`src/rtl/pmcs_pkg.sv`:
```
// package: register map, field layout and reset values of the power management block
package pmcs_pkg;
	localparam logic [7:0]  PMCS_ADDR_CTRL_STATUS = 8'hc4;
	localparam logic [7:0]  PMCS_ADDR_IRQ_STATUS  = 8'hc8;
	localparam logic [7:0]  PMCS_ADDR_IRQ_MASK    = 8'hcc;
	localparam logic [7:0]  PMCS_ADDR_CONTROL     = 8'hd0;
	localparam int          PMCS_WAKE_STATUS_BIT  = 15;
	localparam int          PMCS_SCALE_LSB        = 13;
	localparam int          PMCS_SELECT_LSB       = 9;
	localparam int          PMCS_WAKE_ENABLE_BIT  = 8;
	localparam int          PMCS_STATE_LSB        = 0;
	localparam logic [1:0]  PMCS_SCALE_VALUE      = 2'h0;
	localparam logic [3:0]  PMCS_SELECT_RESET     = 4'h0;
	localparam logic [1:0]  PMCS_STATE_D0         = 2'h0;
	localparam logic [1:0]  PMCS_STATE_D3HOT      = 2'h3;
	// interrupt status / mask bits
	localparam int          PMCS_IRQ_WAKE_BIT     = 0;
	localparam int          PMCS_IRQ_STATE_BIT    = 1;
	localparam int          PMCS_IRQ_MAGIC_BIT    = 2;
	localparam int          PMCS_IRQ_W            = 3;
	// control register bits: command bits 18 and 19 mirrored here
	localparam int          PMCS_CMD18_BIT        = 0;
	localparam int          PMCS_CMD19_BIT        = 1;
	localparam logic [1:0]  PMCS_RESP_OKAY        = 2'h0;
	localparam logic [1:0]  PMCS_RESP_SLVERR      = 2'h2;
endpackage

```
`src/rtl/pmcs_axil_slave.sv`:
```
// file: AXI4-Lite slave front end, one write and one read at a time
`timescale 1ns/100ps
module pmcs_axil_slave #(
	parameter int ADDR_W = 8
) (
	input  wire logic              aclk,
	input  wire logic              aresetn,
	input  wire logic              clk_en,
	input  wire logic [ADDR_W-1:0] s_axi_awaddr,
	input  wire logic              s_axi_awvalid,
	output logic                   s_axi_awready,
	input  wire logic [31:0]       s_axi_wdata,
	input  wire logic [3:0]        s_axi_wstrb,
	input  wire logic              s_axi_wvalid,
	output logic                   s_axi_wready,
	output logic [1:0]             s_axi_bresp,
	output logic                   s_axi_bvalid,
	input  wire logic              s_axi_bready,
	input  wire logic [ADDR_W-1:0] s_axi_araddr,
	input  wire logic              s_axi_arvalid,
	output logic                   s_axi_arready,
	output logic [31:0]            s_axi_rdata,
	output logic [1:0]             s_axi_rresp,
	output logic                   s_axi_rvalid,
	input  wire logic              s_axi_rready,
	output logic                   wr_pulse,
	output logic [ADDR_W-1:0]      wr_addr,
	output logic [31:0]            wr_data,
	output logic [3:0]             wr_strb,
	input  wire logic              wr_err,
	output logic [ADDR_W-1:0]      rd_addr,
	input  wire logic [31:0]       rd_data,
	input  wire logic              rd_err
);
	logic              aw_have_q;
	logic              w_have_q;
	logic [ADDR_W-1:0] awaddr_q;
	logic [31:0]       wdata_q;
	logic [3:0]        wstrb_q;
	logic              bvalid_q;
	logic [1:0]        bresp_q;
	logic              rvalid_q;
	logic [31:0]       rdata_q;
	logic [1:0]        rresp_q;

	// =========================================================
	// handshakes
	assign s_axi_awready = clk_en && !aw_have_q && !bvalid_q;
	assign s_axi_wready  = clk_en && !w_have_q && !bvalid_q;
	assign s_axi_arready = clk_en && !rvalid_q;
	assign wr_pulse      = clk_en && aw_have_q && w_have_q && !bvalid_q;
	assign wr_addr       = awaddr_q;
	assign wr_data       = wdata_q;
	assign wr_strb       = wstrb_q;
	assign rd_addr       = s_axi_araddr;
	assign s_axi_bvalid  = bvalid_q;
	assign s_axi_bresp   = bresp_q;
	assign s_axi_rvalid  = rvalid_q;
	assign s_axi_rdata   = rdata_q;
	assign s_axi_rresp   = rresp_q;

	always_ff @(posedge aclk) begin
		if (!aresetn) begin
			aw_have_q <= 1'b0;
			w_have_q  <= 1'b0;
			awaddr_q  <= '0;
			wdata_q   <= 32'h0;
			wstrb_q   <= 4'h0;
			bvalid_q  <= 1'b0;
			bresp_q   <= pmcs_pkg::PMCS_RESP_OKAY;
		end else if (clk_en) begin
			if (s_axi_awvalid && s_axi_awready) begin
				aw_have_q <= 1'b1;
				awaddr_q  <= s_axi_awaddr;
			end
			if (s_axi_wvalid && s_axi_wready) begin
				w_have_q <= 1'b1;
				wdata_q  <= s_axi_wdata;
				wstrb_q  <= s_axi_wstrb;
			end
			if (wr_pulse) begin
				aw_have_q <= 1'b0;
				w_have_q  <= 1'b0;
				bvalid_q  <= 1'b1;
				bresp_q   <= wr_err ? pmcs_pkg::PMCS_RESP_SLVERR : pmcs_pkg::PMCS_RESP_OKAY;
			end else if (bvalid_q && s_axi_bready) begin
				bvalid_q <= 1'b0;
			end
		end
	end

	always_ff @(posedge aclk) begin
		if (!aresetn) begin
			rvalid_q <= 1'b0;
			rdata_q  <= 32'h0;
			rresp_q  <= pmcs_pkg::PMCS_RESP_OKAY;
		end else if (clk_en) begin
			if (s_axi_arvalid && s_axi_arready) begin
				rvalid_q <= 1'b1;
				rdata_q  <= rd_err ? 32'h0 : rd_data;
				rresp_q  <= rd_err ? pmcs_pkg::PMCS_RESP_SLVERR : pmcs_pkg::PMCS_RESP_OKAY;
			end else if (rvalid_q && s_axi_rready) begin
				rvalid_q <= 1'b0;
			end
		end
	end
endmodule

```
`src/rtl/pmcs_power_mgmt.sv`:
```
// file: power management control/status register block with wake request output
// Function
// RULE_01 - wake event sets wake status flag bit 15, regardless of wake enable
// RULE_02 - writing one clears wake status and releases wake request; zero no effect
// RULE_03 - report scale field bits 14:13 read-only, always 00b
// RULE_04 - report select field bits 12:9 read/write, reset 0000b, selects nothing
// RULE_05 - wake request enable bit 8, reset zero, gates wake request assertion
// RULE_06 - command bits 18 and 19 both set force magic-packet wake enable on
// RULE_07 - bits 1:0 report power state; writes move to new state; 00 D0..11 D3hot
// RULE_08 - power state returns to D0 automatically when power resumes
// RULE_09 - wake request active while status and enable both one, else released
`timescale 1ns/100ps
module pmcs_power_mgmt #(
	parameter int ADDR_W = 8
) (
	input  wire logic              aclk,
	input  wire logic              aresetn,
	input  wire logic              clk_en,
	input  wire logic [ADDR_W-1:0] s_axi_awaddr,
	input  wire logic              s_axi_awvalid,
	output logic                   s_axi_awready,
	input  wire logic [31:0]       s_axi_wdata,
	input  wire logic [3:0]        s_axi_wstrb,
	input  wire logic              s_axi_wvalid,
	output logic                   s_axi_wready,
	output logic [1:0]             s_axi_bresp,
	output logic                   s_axi_bvalid,
	input  wire logic              s_axi_bready,
	input  wire logic [ADDR_W-1:0] s_axi_araddr,
	input  wire logic              s_axi_arvalid,
	output logic                   s_axi_arready,
	output logic [31:0]            s_axi_rdata,
	output logic [1:0]             s_axi_rresp,
	output logic                   s_axi_rvalid,
	input  wire logic              s_axi_rready,
	input  wire logic              wake_event,
	input  wire logic              power_resume,
	output logic                   wake_request_n,
	output logic                   magic_wake_enable,
	output logic [1:0]             power_state,
	output logic                   irq
);
	logic                   wr_pulse;
	logic [ADDR_W-1:0]      wr_addr;
	logic [31:0]            wr_data;
	logic [3:0]             wr_strb;
	logic [ADDR_W-1:0]      rd_addr;
	logic [31:0]            rd_data;
	logic                   wr_err;
	logic                   rd_err;

	logic                   wake_status_flag_q;
	logic                   wake_request_enable_q;
	logic [3:0]             report_select_field_q;
	logic [1:0]             power_state_field_q;
	logic [1:0]             cmd_bits_q;
	logic [pmcs_pkg::PMCS_IRQ_W-1:0] irq_status_q;
	logic [pmcs_pkg::PMCS_IRQ_W-1:0] irq_mask_q;
	logic [pmcs_pkg::PMCS_IRQ_W-1:0] irq_events;
	logic                   magic_wake_q;

	function automatic logic addr_hit(input logic [ADDR_W-1:0] a, input logic [7:0] off);
		addr_hit = (a == ADDR_W'(off));
	endfunction

	function automatic logic mapped(input logic [ADDR_W-1:0] a);
		mapped = addr_hit(a, pmcs_pkg::PMCS_ADDR_CTRL_STATUS) ||
			addr_hit(a, pmcs_pkg::PMCS_ADDR_IRQ_STATUS) ||
			addr_hit(a, pmcs_pkg::PMCS_ADDR_IRQ_MASK) ||
			addr_hit(a, pmcs_pkg::PMCS_ADDR_CONTROL);
	endfunction

	// =========================================================
	// bus front end
	pmcs_axil_slave #(
		.ADDR_W (ADDR_W)
	) u_slave (
		.aclk          (aclk),
		.aresetn       (aresetn),
		.clk_en        (clk_en),
		.s_axi_awaddr  (s_axi_awaddr),
		.s_axi_awvalid (s_axi_awvalid),
		.s_axi_awready (s_axi_awready),
		.s_axi_wdata   (s_axi_wdata),
		.s_axi_wstrb   (s_axi_wstrb),
		.s_axi_wvalid  (s_axi_wvalid),
		.s_axi_wready  (s_axi_wready),
		.s_axi_bresp   (s_axi_bresp),
		.s_axi_bvalid  (s_axi_bvalid),
		.s_axi_bready  (s_axi_bready),
		.s_axi_araddr  (s_axi_araddr),
		.s_axi_arvalid (s_axi_arvalid),
		.s_axi_arready (s_axi_arready),
		.s_axi_rdata   (s_axi_rdata),
		.s_axi_rresp   (s_axi_rresp),
		.s_axi_rvalid  (s_axi_rvalid),
		.s_axi_rready  (s_axi_rready),
		.wr_pulse      (wr_pulse),
		.wr_addr       (wr_addr),
		.wr_data       (wr_data),
		.wr_strb       (wr_strb),
		.wr_err        (wr_err),
		.rd_addr       (rd_addr),
		.rd_data       (rd_data),
		.rd_err        (rd_err)
	);

	// =========================================================
	// write decode
	wire wr_cs   = wr_pulse && addr_hit(wr_addr, pmcs_pkg::PMCS_ADDR_CTRL_STATUS);
	wire wr_ists = wr_pulse && addr_hit(wr_addr, pmcs_pkg::PMCS_ADDR_IRQ_STATUS);
	wire wr_imsk = wr_pulse && addr_hit(wr_addr, pmcs_pkg::PMCS_ADDR_IRQ_MASK);
	wire wr_ctl  = wr_pulse && addr_hit(wr_addr, pmcs_pkg::PMCS_ADDR_CONTROL);
	assign wr_err = !mapped(wr_addr);
	assign rd_err = !mapped(rd_addr);

	wire cs_lo = wr_cs && wr_strb[0];
	wire cs_hi = wr_cs && wr_strb[1];
	// wake status clears only on a one in bit 15; a zero leaves it alone
	wire wake_clear = cs_hi && wr_data[pmcs_pkg::PMCS_WAKE_STATUS_BIT]; // [RULE_02]
	wire [1:0] state_wr = wr_data[pmcs_pkg::PMCS_STATE_LSB +: 2];
	// the report select value is kept for software only; nothing but the read mux reads it

	// =========================================================
	// read decode
	wire rd_cs   = addr_hit(rd_addr, pmcs_pkg::PMCS_ADDR_CTRL_STATUS);
	wire rd_ists = addr_hit(rd_addr, pmcs_pkg::PMCS_ADDR_IRQ_STATUS);
	wire rd_imsk = addr_hit(rd_addr, pmcs_pkg::PMCS_ADDR_IRQ_MASK);
	wire rd_ctl  = addr_hit(rd_addr, pmcs_pkg::PMCS_ADDR_CONTROL);

	// =========================================================
	// control/status register
	always_ff @(posedge aclk) begin
		if (!aresetn) begin
			wake_status_flag_q <= 1'b0;
		end else if (clk_en) begin
			// set wins over a clear in the same cycle
			if (wake_event) begin
				wake_status_flag_q <= 1'b1; // [RULE_01]
			end else if (wake_clear) begin
				wake_status_flag_q <= 1'b0; // [RULE_02]
			end
		end
	end

	always_ff @(posedge aclk) begin
		if (!aresetn) begin
			wake_request_enable_q <= 1'b0;
			report_select_field_q <= pmcs_pkg::PMCS_SELECT_RESET;
		end else if (clk_en && cs_hi) begin
			wake_request_enable_q <= wr_data[pmcs_pkg::PMCS_WAKE_ENABLE_BIT]; // [RULE_05]
			report_select_field_q <= wr_data[pmcs_pkg::PMCS_SELECT_LSB +: 4]; // [RULE_04]
		end
	end

	always_ff @(posedge aclk) begin
		if (!aresetn) begin
			power_state_field_q <= pmcs_pkg::PMCS_STATE_D0;
		end else if (clk_en) begin
			// resume outranks a simultaneous software write
			if (power_resume) begin
				power_state_field_q <= pmcs_pkg::PMCS_STATE_D0; // [RULE_08]
			end else if (cs_lo) begin
				power_state_field_q <= state_wr; // [RULE_07]
			end
		end
	end

	// =========================================================
	// command bits and magic-packet wake default
	// the default follows the command bits alone, not the wake request enable
	wire cmd_we   = wr_ctl && wr_strb[0];
	wire cmd_both = cmd_bits_q[pmcs_pkg::PMCS_CMD18_BIT] &&
		cmd_bits_q[pmcs_pkg::PMCS_CMD19_BIT]; // [RULE_06]

	always_ff @(posedge aclk) begin
		if (!aresetn) begin
			cmd_bits_q   <= 2'h0;
			magic_wake_q <= 1'b0;
		end else if (clk_en) begin
			if (cmd_we) begin
				cmd_bits_q <= wr_data[1:0];
			end
			magic_wake_q <= cmd_both; // [RULE_06]
		end
	end

	// =========================================================
	// interrupts: sticky status, write one to clear, set wins
	assign irq_events[pmcs_pkg::PMCS_IRQ_WAKE_BIT]  = wake_event;
	assign irq_events[pmcs_pkg::PMCS_IRQ_STATE_BIT] = power_resume ||
		(cs_lo && (state_wr != power_state_field_q));
	assign irq_events[pmcs_pkg::PMCS_IRQ_MAGIC_BIT] = cmd_both && !magic_wake_q;

	// a one written clears its bit; an event in that same cycle keeps it set
	wire [pmcs_pkg::PMCS_IRQ_W-1:0] irq_clear    = (wr_ists && wr_strb[0]) ?
		wr_data[pmcs_pkg::PMCS_IRQ_W-1:0] : '0;
	wire [pmcs_pkg::PMCS_IRQ_W-1:0] irq_status_d = (irq_status_q & ~irq_clear) | irq_events;
	wire                            irq_mask_we  = wr_imsk && wr_strb[0];
	// events that arrive while the clock enable is low are not seen at all

	always_ff @(posedge aclk) begin
		if (!aresetn) begin
			irq_status_q <= '0;
			irq_mask_q   <= '0;
		end else if (clk_en) begin
			irq_status_q <= irq_status_d;
			if (irq_mask_we) begin
				irq_mask_q <= wr_data[pmcs_pkg::PMCS_IRQ_W-1:0];
			end
		end
	end

	// =========================================================
	// read mux
	wire [31:0] cs_word = {16'h0,
		wake_status_flag_q,
		pmcs_pkg::PMCS_SCALE_VALUE, // [RULE_03]
		report_select_field_q,
		wake_request_enable_q,
		6'h0,
		power_state_field_q}; // [RULE_07]

	wire [31:0] ists_word = {{(32-pmcs_pkg::PMCS_IRQ_W){1'b0}}, irq_status_q};
	wire [31:0] imsk_word = {{(32-pmcs_pkg::PMCS_IRQ_W){1'b0}}, irq_mask_q};
	wire [31:0] ctl_word  = {30'h0, cmd_bits_q};

	// unmapped offsets read as zero; the front end flags them with an error response
	assign rd_data = rd_cs   ? cs_word   :
		rd_ists ? ists_word :
		rd_imsk ? imsk_word :
		rd_ctl  ? ctl_word  :
		32'h0;

	// =========================================================
	// outputs
	// wake request is open-drain style, active low
	assign wake_request_n    = !(wake_status_flag_q && wake_request_enable_q); // [RULE_09] [RULE_05]
	assign magic_wake_enable = magic_wake_q;
	assign power_state       = power_state_field_q;
	assign irq               = |(irq_status_q & irq_mask_q);
endmodule

```
`config.mk`:
```
export PLATFORM = sky130hd
export DESIGN_NAME = pmcs_power_mgmt
export DESIGN_NICKNAME = d
export VERILOG_FILES = /design/src/rtl/pmcs_pkg.sv /design/src/rtl/pmcs_axil_slave.sv /design/src/rtl/pmcs_power_mgmt.sv
export SDC_FILE = /design/constraint.sdc
export NUM_CORES = 1
export LEC_CHECK = 0
export ABC_AREA = 1
export BUFFER_PORTS_ARGS = -buffer_cell sky130_fd_sc_hd__buf_2
export CORE_MARGIN = 4
export CORE_UTILIZATION = 35
export CTS_CLUSTER_DIAMETER = 100
export DETAILED_ROUTE_END_ITERATION = 10
export SYNTH_ARGS = -nofsm -noshare
export SYNTH_HDL_FRONTEND = slang
export SYNTH_HIERARCHICAL = 1
export SYNTH_SLANG_ARGS = --single-unit
```
`constraint.sdc`:
```
create_clock -name aclk -period 2.57 [get_ports aclk]
set_input_delay 0.514 -clock aclk [delete_from_list [all_inputs] [get_ports aclk]]
set_output_delay 0.514 -clock aclk [all_outputs]
set_load 0.1 [all_outputs]
```
# Yosys cells after proc, flatten, opt, wreduce, memory -nomap -nowiden
# Cells that the tools add are included.
[classes]
eq_ne = 9
n_reduce_logical = 60
mux = 20
bitwise_logic = 4
[ops]
columns = ["operator", "count"]
rows = [
  ["$eq 8x8->1 const B", 8],
  ["$mux 16", 2],
  ["$logic_and 1x1->1", 28],
  ["$reduce_and 2->1", 12],
  ["$reduce_bool 2->1", 6],
  ["$mux 1", 10],
  ["$mux 2", 5],
  ["$mux 3", 3],
  ["$logic_or 1x1->1", 7],
  ["$and 3x3->3", 2],
  ["$logic_not 1->1", 6],
  ["$not 3->3", 1],
  ["$or 3x3->3", 1],
  ["$reduce_or 3->1", 1],
  ["$ne 2x2->1", 1],
]
[word_totals]
input_bits = 62
reg_bits = 83
elab_cells = 111
out_inout_bits = 46

# Longest topological paths before layout
# Gate-level depths: netlist of run 1.
[depth]
word_depth = 9
ltp_mapped = 13
mapped_depth_nobuf = 11

# Modules after synthesis
# The synthesis of run 1 kept the hierarchy.
[modules_own_cells]
columns = ["module", "seq_area_each_um2", "n_inst", "area_per_inst_um2", "cells_each"]
rows = [
  ["pmcs_axil_slave", 1641.6, 1, 3753.6, 579],
  ["pmcs_power_mgmt", 340.3, 1, 1059.8, 170],
]

# Worst setup path after synthesis of run 1
# Ideal clock, no wire load.
[synth_timing]
kind = "reg2out"
from = "register u_slave.bvalid_q (netlist: u_slave/s_axi_bvalid)"
to = "output port s_axi_wready"
path_buffers = 0
stages_incl_launch_ff = 4
arrival_ns = 1.681
setup_slack_ns = 0.375
required_ns = 2.056
path_cell_list = "dfxtp_1 inv_1 nand3_1 inv_1"
[synth_between]
elab_chain_len = 2
[synth_lines]
columns = ["item", "line", "rtl"]
rows = [
  ["start: declaration", "pmcs_axil_slave.sv:40", "logic bvalid_q;"],
  ["start signal: assignment", "pmcs_axil_slave.sv:69", "bvalid_q <= 1'b0;"],
  ["start signal: assignment", "pmcs_axil_slave.sv:84", "bvalid_q <= 1'b1;"],
  ["start signal: assignment", "pmcs_axil_slave.sv:87", "bvalid_q <= 1'b0;"],
  ["$logic_not 1->1", "pmcs_axil_slave.sv:49", "assign s_axi_wready = clk_en && !w_have_q && !bvalid_q;"],
  ["$logic_and 1x1->1", "pmcs_axil_slave.sv:49", ""],
  ["end: declaration", "pmcs_power_mgmt.sv:25", "output logic s_axi_wready,"],
]
# No other way between the ends.

# Worst setup path in the final report of run 1
[layout_timing]
from = "register u_slave.w_have_q"
to = "output port s_axi_wready"
[layout_between]
elab_chain_len = 3
[layout_lines]
columns = ["item", "line", "rtl"]
rows = [
  ["start: declaration", "pmcs_axil_slave.sv:36", "logic w_have_q;"],
  ["start signal: assignment", "pmcs_axil_slave.sv:65", "w_have_q <= 1'b0;"],
  ["start signal: assignment", "pmcs_axil_slave.sv:77", "w_have_q <= 1'b1;"],
  ["start signal: assignment", "pmcs_axil_slave.sv:83", "w_have_q <= 1'b0;"],
  ["$logic_not 1->1", "pmcs_axil_slave.sv:49", ""],
  ["$logic_and 1x1->1 (2 in a row)", "pmcs_axil_slave.sv:49", ""],
]
# No other way between the ends.

==> summary.md, run 1 <==
| Metric | Value |
|---|---|
| Vias in the first global route | `3423` |
| DR WL/cell | `10.5 um` |
| Final HPWL DP | `6.38 mm` |
| # clock sinks | `74` |
| Slowest-stage cell, CP | `buf_2` |
| Via count | `3533` |
| Post-cts resize count | `0` |
| CTS root buffer | `clkbuf_8` |
| Worst IR Drop VDD | `0.266 mV` |
| Initial DRC Count | `224` |
| Critical Path RT | `2.06 ns` |
| Total negative slack | `0 ns` |
| Num ports | `108` |
| Final instance area | `0.00445 sq mm` |
| Final antenna-violating net count | `0` |
| Clock-pin slew on the worst setup and hold paths | `0.08 ns` |
| Nets | `734` |
| CP endpoint kind | `primary output` |
| GRT Total Usage | `0.145` |
| Cells after synthesis | `597` |
| Diodes inserted | `0` |
| Largest net degree at the start of global routing | `36` |
| Finished Core Util | `0.428` |
| Crit path cell chain | `inv_2 > nand3_1 > inv_1 > buf_2` |
| Worst hold margin | `0.436 ns` |
| Post-DR vias/cell | `4.35` |
| Rows | `37` |
| Slew Limit Fails | `0` |
| Post-CTS Setup Repair Bufs | `0` |
| Leakage power | `2.24 nW` |
| Die area | `0.0125 sq mm` |
| Hold Path Class | `in2reg` |
| Worst Setup Path Type | `reg2out` |
| Placed Area | `0.00425 sq mm` |
| Pre-CTS setup slack | `0.201 ns` |
| Routability cong. | `0.767` |
| Maximum clock rate | `497 MHz` |
| Highest Signal Layer | `met4` |
| Initial antenna violation count | `0` |
| Worst EP arrival | `1.50 ns` |
| Clock Skew | `0.0112 ns` |
| Final Hold Violating Endpoints | `0` |
| Grt total ovfl | `0` |
| MaxCap Viol Count | `0` |
| Metal3 WL | `420 um` |
| Port-buffer cells | `80` |
| Detailed-route wire length | `8.53 mm` |
| TritonCTS clock tree | `yes` |
| DRT Pass-1 Iters | `4` |
| DRC violations left | `0` |
| Least-Margin Pin Slew | `0.625 ns` |
| Min cycle time layout | `2.01 ns` |
| Die width | `112 um` |
| Layout cells sized above 1 | `0.177` |
| H-tree Lvls | `3` |
| Area grow syn2layout | `18.0%` |
| Die Span Y | `112 um` |
| Final Setup Violations | `0` |
| Status | `completed` |
| Core area | `0.0104 sq mm` |
| Met2 WL | `3.74 mm` |
| Met1 WL | `4.23 mm` |
| Final worst-path cycle share | `0.783` |
| Synth warn | `6` |
| CTS buffer count | `9` |
| Initial core utilization | `0.362` |
| First-pass GRT wire length | `15.2 mm` |
| RSZ-0062 raised after global routing | `false` |
| CP max stage delay | `0.42 ns` |
| Startpoint types | `flip-flop` |
| Post-Syn Area | `0.00377 sq mm` |
| Post-CTS Hold Buffers | `0` |
| Worst-skew pair later-pin latency | `0.35 ns` |
| Cell Pwr Density | `626 mW/mm^2` |
| Worst-path fanout max | `12` |
| Syn Area/Cell | `6.32 sq um` |
| Clock buffer depth | `2` |
| Slew headroom | `0.583` |
| Final setup margin | `0.557 ns` |
placed cells by master, fill, tap and decap left out, drive strengths merged, types with 11 or more instances in the layout:
cell      n
a21oi    17
buf      87
clkbuf   11
conb     25
dfxtp    74
inv      85
nand2   170
nand3    51
nand4    26
nor2    108
power by group:
part           total (mW)  leakage [nW]  internal, mW  switching (mW)
Sequential           1.25         0.606          1.21          0.0387
Combinational       0.625          1.54         0.133           0.491
Clock               0.914        0.0962         0.480           0.434
Total                2.79          2.24          1.82           0.964
state kept, by name (all words and copies together), names as in the netlist, 2 cells and up:
name                   count
u_slave/wr_strb            2
report_select_field_q      4
power_state                2
u_slave/s_axi_rdata       32
irq_status_q               3
cmd_bits_q                 2
u_slave/wr_data            9
irq_mask_q                 3
u_slave/wr_addr            8
metrics by stage:
stage,total power [mW],instances
2_1_floorplan,1.80,620
3_3_place_gp,1.89,797
4_1_cts,2.82,813
3_5_place_dp,1.90,797
5_1_grt,2.93,813
6_report,2.79,813
final timing paths:
check | end | start | slack, ns | cells after the start
setup reg to reg | cmd_bits_q[0]$_SDFFE_PN0P_ | u_slave/w_have_q$_SDFFE_PN0P_ | 0.95 | 7
hold reg to reg | u_slave/s_axi_rresp[1]$_SDFFE_PN0P_ | u_slave/s_axi_rresp[1]$_SDFFE_PN0P_ | 0.48 | 2
hold / removal | u_slave/s_axi_rvalid$_SDFFE_PN0P_ | s_axi_rready | 0.44 | 4
setup / recovery | s_axi_wready | u_slave/w_have_q$_SDFFE_PN0P_ | 0.56 | 4
layer usage:
layer,vias up,global-route usage
met5,-,0
met4,0,0.0487
met3,9,0.0353
met2,83,0.235
met1,1510,0.190
li1,1931,-
critical path: cells and delay by family, from the launching register on:
| family | cells | cell delay (ns) |
|---|---|---|
| buffers and inverters | 3 | 0.66 |
| flip-flops | 1 | 0.33 |
| AND/OR/NAND/NOR | 1 | 0.17 |
final cells by class:
| class | instances | area (sq um) |
|---|---|---|
| fill | 1128 | 5960 |
| clock inverter | 5 | 62.6 |
| timing repair buffer | 87 | 468 |
| clock buffer | 11 | 141 |
| multi-input combinational | 413 | 1800 |
| sequential | 74 | 1480 |
| inverter | 87 | 327 |
| tap | 136 | 170 |
No activity file was read; power rests on OpenSTA's default activity.
==> run 2: changes to the inputs <==
ABC_AREA = 0   (was 1)
clock period = 1.8 ns   (was 2.57 ns; I/O delays follow)
==> run 2 against run 1 <==
  * Global-route usage is 1.2 points lower
  * Largest power group unchanged
  * Core utilization is 2.5 points higher
  * Sequential share of layout area is 0.056 points higher
  * Design area is 0.17% higher
  * Combinational power is 32% lower
  * Worst setup slack worse by 0.47 ns
  * Non-clock buffer count is 11 higher
  * Power is 27% higher
==> summary.md, run 2 <==
| Metric | Value |
|---|---|
| Post-DR vias/cell | `4.52 (was 4.35)` |
| Core area | `0.00986 sq mm (was 0.0104 sq mm)` |
| Hold Path Stages | `3 (was 4)` |
| TritonCTS clock tree | `yes (unchanged)` |
| Worst IR Drop VDD | `0.425 mV (was 0.266 mV)` |
| RSZ-0062 raised after global routing | `false (unchanged)` |
| Port-buffer cells | `80 (unchanged)` |
| Met1 global-route usage | `0.169 (was 0.190)` |
| H-tree Lvls | `3 (unchanged)` |
| Reg2reg setup slack | `0.12 ns (was 0.95 ns)` |
| Startpoint types | `flip-flop (unchanged)` |
| Status | `completed (unchanged)` |
| Clock Skew | `0.0104 ns (was 0.0112 ns)` |
| # clock sinks | `74 (unchanged)` |
| Layout cells sized above 1 | `0.271 (was 0.177)` |
| Cells on worst reg2reg path | `6 (was 7)` |
| Initial core utilization | `0.362 (about the same)` |
| Via count | `2759 (was 3533)` |
| Clock-pin slew on the worst setup and hold paths | `0.08 ns (about the same)` |
| Die width | `109 um (was 112 um)` |
| Min cycle time layout | `1.71 ns` |
| Max reg flops | `32 (unchanged)` |
| DRT Pass-1 Iters | `4 (unchanged)` |
| Largest net degree at the start of global routing | `53 (was 36)` |
| Die area | `0.0119 sq mm (was 0.0125 sq mm)` |
| GRT Total Usage | `0.133 (was 0.145)` |
| Routability cong. | `0.752 (was 0.767)` |
| Final Hold Violating Endpoints | `0 (unchanged)` |
| Hold endpoint | `u_slave/wr_addr[3]$_SDFFE_PN0P_ (was u_slave/s_axi_rvalid$_SDFFE_PN0P_)` |
| Initial DRC Count | `116 (was 224)` |
| Power, Total | `3.53 mW (was 2.79 mW)` |
| Cell Pwr Density | `791 mW/mm^2 (was 626 mW/mm^2)` |
| HP Start | `s_axi_awaddr[3] (was s_axi_rready)` |
| Busiest grt layer | `met2 (unchanged)` |
| MaxCap Viol Count | `0 (unchanged)` |
| Placed Area | `0.00421 sq mm (was 0.00425 sq mm)` |
| Die Span Y | `109 um (was 112 um)` |
| Maximum clock rate | `584 MHz` |
| Detailed-route wire length | `7.65 mm (was 8.53 mm)` |
| CP endpoint kind | `primary output (unchanged)` |
| Slowest-stage cell, CP | `a222oi_1 (was buf_2)` |
| Launch instance of the worst register-to-register path | `u_slave/s_axi_bvalid$_SDFFE_PN0P_ (was u_slave/w_have_q$_SDFFE_PN0P_)` |
| Area grow syn2layout | `24.8% (was 18.0%)` |
| Crit path cell chain | `a222oi_1 > inv_1 > buf_4 (was inv_2 > nand3_1 > inv_1 > buf_2)` |
| Final antenna-violating net count | `0 (unchanged)` |
| Final worst-path cycle share | `0.952` |
| Met3 Resource Use GR | `0.0414 (was 0.0353)` |
| Rows | `36 (was 37)` |
| Worst EP arrival | `1.35 ns (was 1.50 ns)` |
| Grt total ovfl | `0 (unchanged)` |
| Critical Path RT | `1.44 ns (was 2.06 ns)` |
| Pre-CTS setup slack | `-0.0263 ns (was 0.201 ns)` |
| Worst-path fanout max | `3 (was 12)` |
| Final HPWL DP | `5.52 mm (was 6.38 mm)` |
| Vias in the first global route | `2682 (was 3423)` |
| Most common cell after layout, fill and taps aside | `nand2_1 (unchanged)` |
| DRC violations left | `0 (unchanged)` |
| Worst Setup Path Type | `reg2out (unchanged)` |
| Layout fillers | `951 (was 1128)` |
| CTS root buffer | `clkbuf_8 (unchanged)` |
| GR Layer Usage met2 | `0.203 (was 0.235)` |
| Synth warn | `6 (unchanged)` |
| Syn Area/Cell | `9.38 sq um (was 6.32 sq um)` |
| Final setup margin | `0.0866 ns (was 0.557 ns)` |
| CTS buffer count | `9 (unchanged)` |
| Final Setup Violations | `0 (unchanged)` |
| DR WL/cell | `12.5 um (was 10.5 um)` |
| Worst-skew pair later-pin latency | `0.34 ns (was 0.35 ns)` |
| Post-Syn Area | `0.00357 sq mm (was 0.00377 sq mm)` |
| Capturing point of the worst reg2reg path | `cmd_bits_q[1]$_SDFFE_PN0P_ (was cmd_bits_q[0]$_SDFFE_PN0P_)` |
| Slew Limit Fails | `0 (unchanged)` |
| Hold Path Class | `in2reg (unchanged)` |
| Cells after synthesis | `381 (was 597)` |
| Num ports | `108 (unchanged)` |
| Total negative slack | `0 ns (unchanged)` |
| Clock buffer depth | `2 (unchanged)` |
| Initial antenna violation count | `0 (unchanged)` |
| Final instance area | `0.00446 sq mm (was 0.00445 sq mm)` |
| Nets | `533 (was 734)` |
| First-pass GRT wire length | `12.5 mm (was 15.2 mm)` |
| CP max stage delay | `0.38 ns (was 0.42 ns)` |
| Leakage power | `1.87 nW (was 2.24 nW)` |
| Most frequent cells in the layout | `nand2_1 (84), buf_2 (75), dfxtp_1 (72), mux2i_1 (66), nand3b_1 (35) (was nand2_1 (167), nor2_1 (100), inv_1 (80), buf_2 (79), dfxtp_1 (74))` |
==> run 2: area by class of cell <==
cell class	count	area (sq um)	share of cell area
Tap cell	133	166	0.0373
Sequential cell	74	1490	0.333
Inverter	4	15.0	0.00337
Clock buffer	13	180	0.0404
Clock inverter	3	43.8	0.00982
Timing Repair Buffer	98	623	0.140
Antenna cell	1	2.50	0.000561
Multi-Input combinational cell	284	1940	0.436
==> run 2: what timing repair did <==
| item | in CTS | in global routing |
|---|---|---|
| setup endpoints to repair | 1 | 8 |
| pin swaps | 0 | 0 |
| setup buffers | 0 | 0 |
| hold buffers | 0 | 0 |
| resized for setup | 1 | 3 |
| cloned | 0 | 0 |
==> run 2: how the worst max path moves through the flow <==
stage	start	end	slack (ns)	cells past startpoint
6_report	irq_mask_q[1]$_SDFFE_PN0P_	irq	0.09	3
5_1_grt	u_slave/s_axi_bvalid$_SDFFE_PN0P_	cmd_bits_q[1]$_SDFFE_PN0P_	0.002	6
4_1_cts	u_slave/s_axi_bvalid$_SDFFE_PN0P_	irq_status_q[1]$_SDFFE_PN0P_	0.02	6
3_5_place_dp	clk_en	irq_status_q[1]$_SDFFE_PN0P_	-0.03	7
3_3_place_gp	clk_en	irq_status_q[1]$_SDFFE_PN0P_	0.02	7
2_1_floorplan	u_slave/s_axi_bvalid$_SDFFE_PN0P_	cmd_bits_q[0]$_SDFFE_PN0P_	-0.03	6
==> run 2: through the flow <==
stage                     instances   util  hold slack [ns]
after floorplan                 404      -            0.415
after global placement          593  0.426            0.430
after detailed placement        593  0.426            0.436
after CTS                       609  0.449            0.241
after global routing            609  0.452            0.245
final                           610  0.452            0.258
==> run 2: layer usage <==
layer / share of wire / wire length, um
met5: 0 / 0
met4: 0.027 / 210
met3: 0.068 / 518
met2: 0.43 / 3270
met1: 0.48 / 3650
==> run 2: power breakdown <==
| group | total, mW | leakage [nW] | switching (mW) | internal, mW |
|---|---|---|---|---|
| sequential | 1.70 | 0.601 | 0.0261 | 1.67 |
| combinational | 0.424 | 1.15 | 0.257 | 0.167 |
| clock | 1.41 | 0.115 | 0.604 | 0.802 |
==> run 2: worst max-delay path: cells and delay by family (launching register included) <==
kind,cells,cell delay [ns]
DFF,1,0.33
buffers and inverters,2,0.31
AOI/OAI and AO/OA,1,0.38
==> run 3: changes to the inputs <==
CORE_UTILIZATION = 50   (was 35)
CTS_CLUSTER_SIZE = 30   (was unset)
PLACE_DENSITY = 0.78   (was unset)
==> run 3 against run 2 <==
  * Power shrank 5.8%
  * Core utilization up 18 points
  * Design area is 2.0% lower
  * Die area fell by 28%
  * Fmax is 0.82% higher
  * Worst setup slack improved by 0.014 ns
  * Clock skew decreased by 0.0062 ns
  * Sequential share of layout area grew 0.70 points
  * Critical path depth unchanged
==> summary.md, run 3 (synthesis gave the netlist of run 2 again) <==
| Metric | Value |
|---|---|
| Max reg flops | `32 (unchanged)` |
| Power, Total | `3.32 mW (was 3.53 mW)` |
| DRC violations left | `0 (unchanged)` |
| Critical Path RT | `1.44 ns (about the same)` |
| Worst-path fanout max | `3 (unchanged)` |
| Nets | `531 (was 533)` |
| Worst-skew pair later-pin latency | `0.33 ns (was 0.34 ns)` |
| Finished Core Util | `0.636 (was 0.452)` |
| DR WL/cell | `12.6 um (was 12.5 um)` |
| Worst EP arrival | `1.34 ns (was 1.35 ns)` |
| Hold Path Stages | `3 (unchanged)` |
| Hold Path Class | `in2reg (unchanged)` |
| Cells on worst reg2reg path | `6 (unchanged)` |
| CTS root buffer | `clkbuf_8 (unchanged)` |
| # clock sinks | `74 (unchanged)` |
| Most frequent cells in the layout | `nand2_1 (84), buf_2 (75), dfxtp_1 (72), mux2i_1 (66), nand3b_1 (35) (unchanged)` |
| First-pass GRT wire length | `11.8 mm (was 12.5 mm)` |
| Cell Pwr Density | `760 mW/mm^2 (was 791 mW/mm^2)` |
| Post-CTS Hold Buffers | `0 (unchanged)` |
| Final setup margin | `0.101 ns (was 0.0866 ns)` |
| Worst Setup Path Type | `reg2out (unchanged)` |
| Slew Limit Fails | `0 (unchanged)` |
| Detailed-route wire length | `7.20 mm (was 7.65 mm)` |
| Maximum clock rate | `588 MHz (was 584 MHz)` |
| GRT Total Usage | `0.169 (was 0.133)` |
| TritonCTS clock tree | `yes (unchanged)` |
| Pre-CTS setup slack | `0.0346 ns (was -0.0263 ns)` |
| CP max stage delay | `0.39 ns (was 0.38 ns)` |
| Largest net degree at the start of global routing | `46 (was 53)` |
| Layout fillers | `593 (was 951)` |
| Post-CTS Setup Repair Bufs | `0 (unchanged)` |
| Core area | `0.00687 sq mm (was 0.00986 sq mm)` |
| HP Start | `s_axi_awaddr[6] (was s_axi_awaddr[3])` |
| Final antenna-violating net count | `0 (unchanged)` |
| CP endpoint kind | `primary output (unchanged)` |
| Post-DR vias/cell | `4.87 (was 4.52)` |
| DRT Pass-1 Iters | `4 (unchanged)` |
| Final HPWL DP | `5.28 mm (was 5.52 mm)` |
| Die Span Y | `92.6 um (was 109 um)` |
| Initial DRC Count | `82 (was 116)` |
| Post-cts resize count | `0 (was 1)` |
| Most common cell after layout, fill and taps aside | `nand2_1 (unchanged)` |
| H-tree Lvls | `3 (unchanged)` |
| Final Hold Violating Endpoints | `0 (unchanged)` |
| Reg2reg setup slack | `0.12 ns (about the same)` |
| Die area | `0.00857 sq mm (was 0.0119 sq mm)` |
| Leakage power | `1.85 nW (was 1.87 nW)` |
| Initial core utilization | `0.520 (was 0.362)` |
| Crit path cell chain | `a222oi_1 > inv_1 > buf_6 (was a222oi_1 > inv_1 > buf_4)` |
| Vias in the first global route | `2647 (was 2682)` |
| Clock Skew | `0.00423 ns (was 0.0104 ns)` |
| Clock buffer depth | `2 (unchanged)` |
| Layout cells sized above 1 | `0.268 (was 0.271)` |
| Min cycle time layout | `1.70 ns (was 1.71 ns)` |
| Final worst-path cycle share | `0.944 (was 0.952)` |
| Rows | `30 (was 36)` |
| Diodes inserted | `0 (was 1)` |
| Clock-pin slew on the worst setup and hold paths | `0.07 ns (was 0.08 ns)` |
| MaxCap Viol Count | `0 (unchanged)` |
| CTS buffer count | `9 (unchanged)` |
| Startpoint types | `flip-flop (unchanged)` |
| Crit path max-delay family | `compound AO/OA/AOI/OAI gates (unchanged)` |
| Capturing point of the worst reg2reg path | `cmd_bits_q[1]$_SDFFE_PN0P_ (unchanged)` |
| RSZ-0062 raised after global routing | `true (was false)` |
| Initial antenna violation count | `0 (unchanged)` |
| Status | `completed (unchanged)` |
| Final Setup Violations | `0 (unchanged)` |
| Routability cong. | `0.818 (was 0.752)` |
| Die width | `92.6 um (was 109 um)` |
| Via count | `2770 (was 2759)` |
| Worst hold margin | `0.270 ns (was 0.258 ns)` |
| Area grow syn2layout | `22.2% (was 24.8%)` |
| Port-buffer cells | `80 (unchanged)` |
| Total negative slack | `0 ns (unchanged)` |
| Area of the multi-input gates | `0.00194 sq mm (unchanged)` |
| Grt total ovfl | `0 (unchanged)` |
| Slowest-stage cell, CP | `a222oi_1 (unchanged)` |
| Num ports | `108 (unchanged)` |
| Buf+Inv Stages, Crit Path | `2 (unchanged)` |
| Hold endpoint | `u_slave/wr_addr[6]$_SDFFE_PN0P_ (was u_slave/wr_addr[3]$_SDFFE_PN0P_)` |
| Launch instance of the worst register-to-register path | `u_slave/s_axi_bvalid$_SDFFE_PN0P_ (unchanged)` |
| Register area | `0.00149 sq mm (unchanged)` |
| Worst IR Drop VDD | `0.471 mV (was 0.425 mV)` |
run 3: cell count changes in the layout (fill, tap and decap cells not counted), sizes merged:
cell | previous run | this run
diode | 1 | 0
buf | 98 | 96
bufinv | 1 | 0
run 3: worst max-delay path by stage:
| stage | startpoint | endpoint | cells past startpoint | slack, ns |
|---|---|---|---|---|
| 5_1_grt | irq_status_q[1]$_SDFFE_PN0P_ | irq | 3 | -0.06 |
| 3_3_place_gp | clk_en | cmd_bits_q[1]$_SDFFE_PN0P_ | 7 | 0.05 |
| 2_1_floorplan | u_slave/s_axi_bvalid$_SDFFE_PN0P_ | cmd_bits_q[0]$_SDFFE_PN0P_ | 6 | -0.03 |
| 3_5_place_dp | clk_en | cmd_bits_q[1]$_SDFFE_PN0P_ | 7 | 0.03 |
| 4_1_cts | irq_mask_q[1]$_SDFFE_PN0P_ | irq | 3 | 0.007 |
| 6_report | irq_status_q[1]$_SDFFE_PN0P_ | irq | 3 | 0.10 |
run 3: per-layer routing:
layer / vias to the layer above / routed length (um) / track usage
met3: 9 / 491 / 0.0617
met4: 0 / 75 / 0.0532
met1: 1257 / 3210 / 0.210
met2: 71 / 3420 / 0.274
li1: 1433 / - / -
met5: - / 0 / 0
run 3: worst min-delay path: cells and delay by family:
family / cells / cell delay (ns)
buffers and inverters: 1 / 0.10
muxes: 1 / 0.06
and+or+nand+nor: 1 / 0.05
run 3: where the power goes:
part	switching (mW)	leakage (nW)	total (mW)	internal (mW)
Clock	0.562	0.101	1.20	0.640
Sequential	0.0301	0.601	1.70	1.67
Combinational	0.255	1.14	0.419	0.165
run 3: final cells by class:
cell class,instances,area share
Clock inverter,2,0.00229
Clock buffer,13,0.0410
Sequential cell,74,0.340
Multi-Input combinational cell,284,0.445
Inverter,4,0.00344
Tap cell,96,0.0275
Timing Repair Buffer,96,0.141
run 3: stage by stage:
| step | instance area, sq um | cells |
|---|---|---|
| after floorplan | 3700 | 404 |
| after global placement | 4150 | 554 |
| after detailed placement | 4150 | 554 |
| after CTS | 4330 | 569 |
| after global routing | 4370 | 569 |
| final | 4370 | 569 |
